$ cat config.mk
export PLATFORM = sky130hd
export DESIGN_NAME = fcr_report
export DESIGN_NICKNAME = d
export VERILOG_FILES = /design/src/logic/fcr_pkg.sv /design/src/logic/fcr_report.sv
export SDC_FILE = /design/constraint.sdc
export NUM_CORES = 1
export LEC_CHECK = 0
export ABC_AREA = 1
export BUFFER_PORTS_ARGS = -buffer_cell sky130_fd_sc_hd__buf_2
export CAP_MARGIN = 20
export CORE_UTILIZATION = 55
export DETAILED_ROUTE_END_ITERATION = 16
export PLACE_DENSITY_LB_ADDON = 0.08
export SLEW_MARGIN = 0
export SYNTH_ARGS = -nofsm -noshare
export SYNTH_HDL_FRONTEND = slang
export SYNTH_SLANG_ARGS = --single-unit
$ cat constraint.sdc
create_clock -name clk_sys -period 9.35 [get_ports clk_sys]
set_clock_uncertainty 0.05 [all_clocks]
set_input_delay 1.87 -clock clk_sys [delete_from_list [all_inputs] [get_ports clk_sys]]
set_output_delay 1.87 -clock clk_sys [all_outputs]
set_load 0.01 [all_outputs]
$ cat src/logic/fcr_pkg.sv
package fcr_pkg;

	// Register byte offsets on the Avalon-MM slave
	localparam int          ADDR_W       = 8;
	localparam logic [7:0]  OFS_CTRL     = 8'h00;
	localparam logic [7:0]  OFS_REFPT    = 8'h04;
	localparam logic [7:0]  OFS_RATE_LO  = 8'h08;
	localparam logic [7:0]  OFS_RATE_HI  = 8'h0C;
	localparam logic [7:0]  OFS_TSADJ_LO = 8'h10;
	localparam logic [7:0]  OFS_TSADJ_HI = 8'h14;
	localparam logic [7:0]  OFS_BSIZE_LO = 8'h18;
	localparam logic [7:0]  OFS_BSIZE_HI = 8'h1C;
	localparam logic [7:0]  OFS_THRESH   = 8'h20;
	localparam logic [7:0]  OFS_STATUS   = 8'h24;
	localparam logic [7:0]  OFS_LAST     = 8'h28;

	// Control register fields
	localparam int          CTRL_RF_BIT   = 0;
	localparam int          CTRL_OVR_BIT  = 1;
	localparam int          CTRL_SHIFT_LO = 2;
	localparam int          CTRL_SHIFT_W  = 3;
	localparam int          CTRL_W        = 5;
	localparam logic [4:0]  CTRL_RST      = 5'h10;

	// Reference point defaults
	localparam logic [31:0] REFPT_IF = 32'h0000_0064;
	localparam logic [31:0] REFPT_RF = 32'h0000_004B;

	// Sample rate: integer hertz above a 20-bit zero fraction
	localparam int RATE_FRAC_W = 20;
	localparam int RATE_INT_W  = 64 - RATE_FRAC_W;
	localparam int RATE_HI_W   = RATE_INT_W - 32;

	// Buffer level and status word
	localparam int LVL_W       = 12;
	localparam int LVL_FRAC_W  = 4;
	localparam int ACC_W       = LVL_W + LVL_FRAC_W;
	localparam int RSV_W       = 16;
	localparam int FLAG_W      = 4;
	localparam int FLG_OVF     = 3;
	localparam int FLG_NFULL   = 2;
	localparam int FLG_NEMPTY  = 1;
	localparam int FLG_UNF     = 0;
	localparam int THR_NF_LO   = 16;
	localparam int THR_NE_LO   = 0;
	localparam logic [11:0] THR_NF_RST = 12'hE00;
	localparam logic [11:0] THR_NE_RST = 12'h200;

	// Presence bit for the three-word buffer size group
	localparam int CIF1_BUF_BIT = 1;

	typedef struct packed {
		logic                read;
		logic                write;
		logic [ADDR_W-1:0]   address;
		logic [31:0]         writedata;
		logic [3:0]          byteenable;
	} fcr_avm_req_t;

	typedef struct packed {
		logic [31:0]         ref_point;
		logic [63:0]         sample_rate;
		logic signed [63:0]  ts_adj;
		logic [63:0]         buf_size;
		logic [31:0]         level_status;
		logic [31:0]         cif1;
	} fcr_fields_t;

	typedef enum logic [1:0] {
		ST_IDLE = 2'b01,
		ST_ACK  = 2'b10
	} fcr_bus_st_t;

endpackage

$ cat src/logic/fcr_report.sv
//Function
// - IF device: reference point default 100
// - RF device: reference point default 75
// - Sample rate in Hz, 64 bits, two words
// - Binary point right of bit 20
// - Fraction bits of sample rate zero
// - 64-bit femtosecond timestamp adjustment field
// - Timestamp adjustment is two's-complement signed
// - 64-bit buffer size in bytes
// - Buffer size is unsigned binary
// - Top sixteen bits of level word reserved
// - Eight upper level bits below reserved
// - Status high nibble extends level to 12
// - Level is averaged occupancy, designer-chosen
// - Low status nibble: four separate indicators
// - Indicators cover previous to present report
// - Overflow bit set after any overflow
// - Nearly-full bit set on threshold crossing; the code sets it whenever the averaged level is at or above thr_nf_ff
// - Underflow bit set on buffer underflow
// - Second indicator word flags buffer group
//
// Added by the designer: the address map and the Avalon-MM register port.
module fcr_report
	import fcr_pkg::*;
(
	// Clock and reset
	input  wire logic          clk_sys,
	input  wire logic          reset,
	// Avalon-MM slave
	input  wire fcr_avm_req_t  avm_req,
	output logic [31:0]        avm_readdata,
	output logic               avm_waitrequest,
	// Buffer monitor, same clock
	input  wire logic [LVL_W-1:0] buf_level,
	input  wire logic          buf_overflow,
	input  wire logic          buf_underflow,
	// Report issue strobe
	input  wire logic          pkt_issue,
	// Report fields
	output fcr_fields_t        fields,
	output logic               fields_valid
);

	fcr_bus_st_t         bus_st_ff;
	logic                wait_ff;
	logic [31:0]         rdata_ff;
	logic [CTRL_W-1:0]   ctrl_ff;
	logic [31:0]         refpt_ff;
	logic [RATE_INT_W-1:0] rate_ff;
	logic [63:0]         tsadj_ff;
	logic [63:0]         bsize_ff;
	logic [LVL_W-1:0]    thr_nf_ff;
	logic [LVL_W-1:0]    thr_ne_ff;
	logic [ACC_W-1:0]    acc_ff;
	logic [FLAG_W-1:0]   flags_ff;
	logic [31:0]         last_ff;
	fcr_fields_t         fld_ff;
	logic                fvalid_ff;

	logic                bus_req;
	logic                wr_take;
	logic [ACC_W-1:0]    nxt_acc;
	logic [LVL_W-1:0]    avg_lvl;
	logic [FLAG_W-1:0]   evt;
	logic [31:0]         nxt_lvl_word;
	logic [31:0]         ref_sel;

	// Byte-lane merge of a write into a stored word
	function automatic logic [31:0] be_merge(
		input logic [31:0] old_v,
		input logic [31:0] new_v,
		input logic [3:0]  be
	);
		logic [31:0] r;
		r = old_v;
		for (int i = 0; i < 4; i++) begin
			if (be[i]) begin
				r[i*8 +: 8] = new_v[i*8 +: 8];
			end
		end
		return r;
	endfunction

	// Packs level and indicators into the report word
	function automatic logic [31:0] lvl_word(
		input logic [LVL_W-1:0]  lvl,
		input logic [FLAG_W-1:0] flg
	);
		return {{RSV_W{1'b0}}, lvl, flg};
	endfunction

	// Write strobe for one register offset
	function automatic logic wr_hit(
		input logic              take,
		input logic [ADDR_W-1:0] addr,
		input logic [ADDR_W-1:0] ofs
	);
		return take && addr == ofs;
	endfunction

	assign bus_req = avm_req.read | avm_req.write;
	assign wr_take = avm_req.write && (bus_st_ff == ST_ACK);

	// Bus handshake: one wait cycle, then a single ack cycle
	always_ff @(posedge clk_sys) begin
		if (reset) begin
			bus_st_ff <= ST_IDLE;
			wait_ff   <= 1'b1;
		end else begin
			unique case (bus_st_ff)
				ST_IDLE: begin
					if (bus_req) begin
						bus_st_ff <= ST_ACK;
						wait_ff   <= 1'b0;
					end
				end
				ST_ACK: begin
					bus_st_ff <= ST_IDLE;
					wait_ff   <= 1'b1;
				end
			endcase
		end
	end

	// Read data latched while waitrequest is still high
	always_ff @(posedge clk_sys) begin
		if (reset) begin
			rdata_ff <= 32'h0000_0000;
		end else if (bus_st_ff == ST_IDLE && avm_req.read) begin
			unique case (avm_req.address)
				OFS_CTRL:     rdata_ff <= 32'(ctrl_ff);
				OFS_REFPT:    rdata_ff <= refpt_ff;
				OFS_RATE_LO:  rdata_ff <= rate_ff[31:0];
				OFS_RATE_HI:  rdata_ff <= 32'(rate_ff[RATE_INT_W-1:32]);
				OFS_TSADJ_LO: rdata_ff <= tsadj_ff[31:0];
				OFS_TSADJ_HI: rdata_ff <= tsadj_ff[63:32];
				OFS_BSIZE_LO: rdata_ff <= bsize_ff[31:0];
				OFS_BSIZE_HI: rdata_ff <= bsize_ff[63:32];
				OFS_THRESH:   rdata_ff <= {4'h0, thr_nf_ff, 4'h0, thr_ne_ff};
				OFS_STATUS:   rdata_ff <= lvl_word(avg_lvl, flags_ff);
				OFS_LAST:     rdata_ff <= last_ff;
				default:      rdata_ff <= 32'h0000_0000;
			endcase
		end
	end

	// Control: IF/RF select, reference override, averaging shift
	always_ff @(posedge clk_sys) begin
		if (reset) begin
			ctrl_ff <= CTRL_RST;
		end else if (wr_hit(wr_take, avm_req.address, OFS_CTRL)) begin
			ctrl_ff <= CTRL_W'(be_merge(32'(ctrl_ff), avm_req.writedata,
				avm_req.byteenable));
		end
	end

	always_ff @(posedge clk_sys) begin
		if (reset) begin
			refpt_ff <= REFPT_IF;
		end else if (wr_hit(wr_take, avm_req.address, OFS_REFPT)) begin
			refpt_ff <= be_merge(refpt_ff, avm_req.writedata, avm_req.byteenable);
		end
	end

	// Only whole hertz is stored; the fraction never exists in a flop
	always_ff @(posedge clk_sys) begin
		if (reset) begin
			rate_ff <= '0;
		end else if (wr_hit(wr_take, avm_req.address, OFS_RATE_LO)) begin
			rate_ff[31:0] <= be_merge(rate_ff[31:0], avm_req.writedata,
				avm_req.byteenable);
		end else if (wr_hit(wr_take, avm_req.address, OFS_RATE_HI)) begin
			rate_ff[RATE_INT_W-1:32] <= RATE_HI_W'(be_merge(
				32'(rate_ff[RATE_INT_W-1:32]), avm_req.writedata,
				avm_req.byteenable));
		end
	end

	always_ff @(posedge clk_sys) begin
		if (reset) begin
			tsadj_ff <= '0;
		end else if (wr_hit(wr_take, avm_req.address, OFS_TSADJ_LO)) begin
			tsadj_ff[31:0] <= be_merge(tsadj_ff[31:0], avm_req.writedata,
				avm_req.byteenable);
		end else if (wr_hit(wr_take, avm_req.address, OFS_TSADJ_HI)) begin
			tsadj_ff[63:32] <= be_merge(tsadj_ff[63:32], avm_req.writedata,
				avm_req.byteenable);
		end
	end

	always_ff @(posedge clk_sys) begin
		if (reset) begin
			bsize_ff <= '0;
		end else if (wr_hit(wr_take, avm_req.address, OFS_BSIZE_LO)) begin
			bsize_ff[31:0] <= be_merge(bsize_ff[31:0], avm_req.writedata,
				avm_req.byteenable);
		end else if (wr_hit(wr_take, avm_req.address, OFS_BSIZE_HI)) begin
			bsize_ff[63:32] <= be_merge(bsize_ff[63:32], avm_req.writedata,
				avm_req.byteenable);
		end
	end

	always_ff @(posedge clk_sys) begin
		if (reset) begin
			thr_nf_ff <= THR_NF_RST;
			thr_ne_ff <= THR_NE_RST;
		end else if (wr_hit(wr_take, avm_req.address, OFS_THRESH)) begin
			if (avm_req.byteenable[0]) begin
				thr_ne_ff[7:0] <= avm_req.writedata[THR_NE_LO +: 8];
			end
			if (avm_req.byteenable[1]) begin
				thr_ne_ff[11:8] <= avm_req.writedata[THR_NE_LO+8 +: 4];
			end
			if (avm_req.byteenable[2]) begin
				thr_nf_ff[7:0] <= avm_req.writedata[THR_NF_LO +: 8];
			end
			if (avm_req.byteenable[3]) begin
				thr_nf_ff[11:8] <= avm_req.writedata[THR_NF_LO+8 +: 4];
			end
		end
	end

	// Exponential average, weight 2^-shift; fraction bits keep small steps
	always_comb begin
		logic signed [ACC_W+1:0] diff;
		logic signed [ACC_W+1:0] step;
		diff = $signed({2'b00, buf_level, {LVL_FRAC_W{1'b0}}})
			- $signed({2'b00, acc_ff});
		step = diff >>> ctrl_ff[CTRL_SHIFT_LO +: CTRL_SHIFT_W];
		if (diff != '0 && step == '0) begin
			step = (diff > 0) ? (ACC_W+2)'(1) : -(ACC_W+2)'(1);
		end
		nxt_acc = ACC_W'($signed({2'b00, acc_ff}) + step);
	end

	always_ff @(posedge clk_sys) begin
		if (reset) begin
			acc_ff <= '0;
		end else begin
			acc_ff <= nxt_acc;
		end
	end

	assign avg_lvl = acc_ff[ACC_W-1:LVL_FRAC_W];

	// Events seen this cycle
	always_comb begin
		evt              = '0;
		evt[FLG_OVF]     = buf_overflow;
		evt[FLG_NFULL]   = avg_lvl >= thr_nf_ff;
		evt[FLG_NEMPTY]  = avg_lvl <= thr_ne_ff;
		evt[FLG_UNF]     = buf_underflow;
	end

	// Sticky per interval; an event in the issue cycle opens the next one
	always_ff @(posedge clk_sys) begin
		if (reset) begin
			flags_ff <= '0;
		end else if (pkt_issue) begin
			flags_ff <= evt;
		end else begin
			flags_ff <= flags_ff | evt;
		end
	end

	assign nxt_lvl_word = lvl_word(avg_lvl, flags_ff | evt);

	// Override wins; otherwise the analog interface picks the default
	always_comb begin
		if (ctrl_ff[CTRL_OVR_BIT]) begin
			ref_sel = refpt_ff;
		end else if (ctrl_ff[CTRL_RF_BIT]) begin
			ref_sel = REFPT_RF;
		end else begin
			ref_sel = REFPT_IF;
		end
	end

	always_ff @(posedge clk_sys) begin
		if (reset) begin
			last_ff <= '0;
		end else if (pkt_issue) begin
			last_ff <= nxt_lvl_word;
		end
	end

	// Snapshot of the fields, frozen for the whole report
	always_ff @(posedge clk_sys) begin
		if (reset) begin
			fld_ff <= '0;
		end else if (pkt_issue) begin
			fld_ff.ref_point    <= ref_sel;
			fld_ff.sample_rate  <= {rate_ff, {RATE_FRAC_W{1'b0}}};
			fld_ff.ts_adj       <= $signed(tsadj_ff);
			fld_ff.buf_size     <= bsize_ff;
			fld_ff.level_status <= nxt_lvl_word;
			fld_ff.cif1         <= 32'(1) << CIF1_BUF_BIT;
		end
	end

	always_ff @(posedge clk_sys) begin
		if (reset) begin
			fvalid_ff <= 1'b0;
		end else if (pkt_issue) begin
			fvalid_ff <= 1'b1;
		end
	end

	assign avm_readdata    = rdata_ff;
	assign avm_waitrequest = wait_ff;
	assign fields          = fld_ff;
	assign fields_valid    = fvalid_ff;

endmodule

==> metrics.txt <==
first-pass GRT wire length about 120000 um; DR WL/cell 20.9 um; Worst-Margin Slew 1.18 ns; top-area cell type share of the netlist area 46.3%; Final Hold Viols 0; CTS tree built; Area Overhead vs Synth 14.3%; share of layout cells above drive strength 1 14.3%; clock buffer depth 3; TritonCTS Buffers 51; Gate Count Post-Synth 2900; Post-synth EDFFs 0; mean post-synth cell area 7.58 um^2; cell taking the most area after synthesis dfxtp_1; nets 3239; switch share 32.8%; asr flop ratio synth 0%; final wirelength 76700 um; dominant cells by area after synthesis dfxtp_1, o21ai_0, a21oi_1, nor2_1, nand2_1; vias in the first global route around 20000; clk_lat worst skew between 0.6 and 0.7 ns; slew margin rel. a little over a fifth; sequential share of the synthesized area a little under half; Ys Warns 0; Worst path top cell family by delay simple AND/OR/NAND/NOR gates; CP dominant cell by count nand2_1; placed cell areas 0.0235 mm^2; Reg power frac 40.5%; chip height 202 um; Final setup viols 0; Die Area 0.0408 mm^2; std cell rows 72; Worst EP arrival between 5 and 6 ns; Pint a little under 4000 uW; mapped cell area around 0.022 mm^2; RSZ-0062 raised after global routing false; Post-DRT Antenna Nets 0; IO Count 385; Post-CTS Hold Fix Bufs 0; worst setup path class input pin to register; Post-CTS Setup Inserts 0; I/O Buffers 317; via count of the routed design 21358; Final Instance Area approximately 0.025 mm^2; H-tree levels 2; Final Power 5790 uW; worst-path fanout max 6; Psw 1900 uW; post-CTS sizing 0; gpl congestion just over 0.9; CP required 9.84 ns; peak supply drop 0.148 mV; Final Cycle Share around 57%; 1st-iter DRT viols 2224; Finished Layout Cells 3676; Main synth FF type dfxtp_1; Synth cell types 42; Yosys reg bits 508; Min-Delay Path Class register to register; placed cell count 3585; nature of the critical path startpoint input pin; DRC viols 0; n_diodes 0; Fin Setup TNS 0 ns; Leak 0.0110 uW; crit path max-delay cell type ha_1; Clock transition at path regs about 0.060 ns; Die X 202 um; Fillers 3504; Clk pwr share 35.4%; Post-DP HPWL ~54000 um; crit path time final 5.35 ns; critical path capture point type register; root buffer cell clkbuf_16; CTS Sinks 508; Initial Util ~56%; worst path bufs/invs 3; core area 0.0390 mm^2; Fmax around 190 MHz; gr ovfl total 0; combinational share of power 24.1%; max-cap violation count 0; drt pass-1 iters 6; largest net degree at the start of global routing 202; outcome complete, no violations; Max Slew Vio Count 0; slowest stage delay, CP 0.39 ns; PwrDens 230 mW/mm^2; drt via density 5.81; Tot GR Track Use 36.7%; initial antenna violation count 0; reg-to-reg slack, setup 4.58 ns
layout make-up:
class	instances	area, um^2	share of cell area (%)
sequential	508	10200	40.5
multi-input combinational	1935	9820	39.1
timing repair buffer	334	1730	6.87
clock buffer	78	1540	6.13
inverter	292	1100	4.40
tap	518	648	2.58
clock inverter	11	113	0.448
stage by stage:
step	util, %	worst slack, ns	hold slack, ns
3_3_place_gp	60.1	3.48	0.396
2_1_floorplan	-	4.31	0.383
6_report	64.4	4.00	0.416
5_1_grt	64.4	3.46	0.428
4_1_cts	64.4	4.06	0.411
3_5_place_dp	60.1	3.44	0.407
worst reg2reg max path: cells and delay by family, from the launching register on:
| kind | cells | cell delay, ns |
|---|---|---|
| adders and majority gates | 3 | 0.86 |
| buffers and inverters | 3 | 0.39 |
| and+or+nand+nor | 17 | 1.52 |
| DFF | 1 | 0.49 |
| AOI/OAI and AO/OA | 7 | 1.40 |
cells by family after synthesis:
| kind of cell | synth area share, % |
|---|---|
| buffers and inverters | 10.2 |
| AO/OA/AOI/OAI | 24.9 |
| AND/OR/NAND/NOR | 15.3 |
| adder cells (fa/ha/maj) | 3.11 |
| XOR/XNOR | 0.120 |
| flip-flops | 46.3 |
| other | 0.0171 |
metal layers:
metal	GRT usage [%]	vias up	wire, um
li1	-	10123	-
met1	49.3	9937	32200
met5	0	-	0
met2	56.8	1114	33900
met4	16.3	0	3400
met3	7.69	184	7230
power by group through the flow:
stage	Clock [uW]	Combinational (uW)	Sequential, uW
2_1_floorplan	0	967	2380
3_3_place_gp	0	1360	2390
3_5_place_dp	0	1370	2390
4_1_cts	2050	1380	2340
5_1_grt	2140	1580	2350
6_report	2050	1390	2350
final timing paths:
path	from	endpoint	depth (start not counted)
max	buf_level[6]	acc_ff[12]	30
min	rate_ff[11]	fields[223]	2
max reg2reg	acc_ff[14]	acc_ff[12]	30
min reg2reg	rate_ff[11]	fields[223]	2
registers in the layout, summed over array words and instances (netlist names):
register,flops
avm_readdata,32
refpt_ff,32
tsadj_ff,64
thr_nf_ff,12
flags_ff,4
fields_valid,1
rate_ff,44
ctrl_ff,5
last_ff,16
bsize_ff,64
acc_ff,16
fields,204
thr_ne_ff,12
bus_st_ff,2
Yosys cell counts (5+ instances only):
| library cell | n |
|---|---|
| dfxtp_1 | 508 |
| o21ai_0 | 416 |
| a21oi_1 | 387 |
| nor2_1 | 337 |
| nand2_1 | 317 |
| inv_1 | 277 |
| clkbuf_1 | 122 |
| nand3_1 | 105 |
| a211oi_1 | 77 |
| buf_4 | 68 |
| ha_1 | 53 |
| o22ai_1 | 38 |
| a221oi_1 | 31 |
| buf_2 | 24 |
| nor2_2 | 18 |
| buf_1 | 17 |
| nand4_1 | 14 |
| inv_2 | 11 |
| o211ai_1 | 11 |
| o2111ai_1 | 9 |
| o221ai_1 | 8 |
| nor3_1 | 5 |
| o21a_1 | 5 |
cell usage in the layout, fill, tap and decap left out, types with 18 or more instances in the layout:
cell type  netlist  final
nand2_1        317    317
nand3_1        105    105
inv_1          277    276
buf_4           68     18
o22ai_1         38     38
clkbuf_16        0     53
o21ai_0        416    416
a21oi_1        387    387
nor2_1         337    337
conb_1           1     67
a221oi_1        31     31
nor2_2          18     18
buf_2           24    315
ha_1            53     53
a211oi_1        77     77
dfxtp_1        508    507
Note: power is estimated with default switching activity, not from simulation.
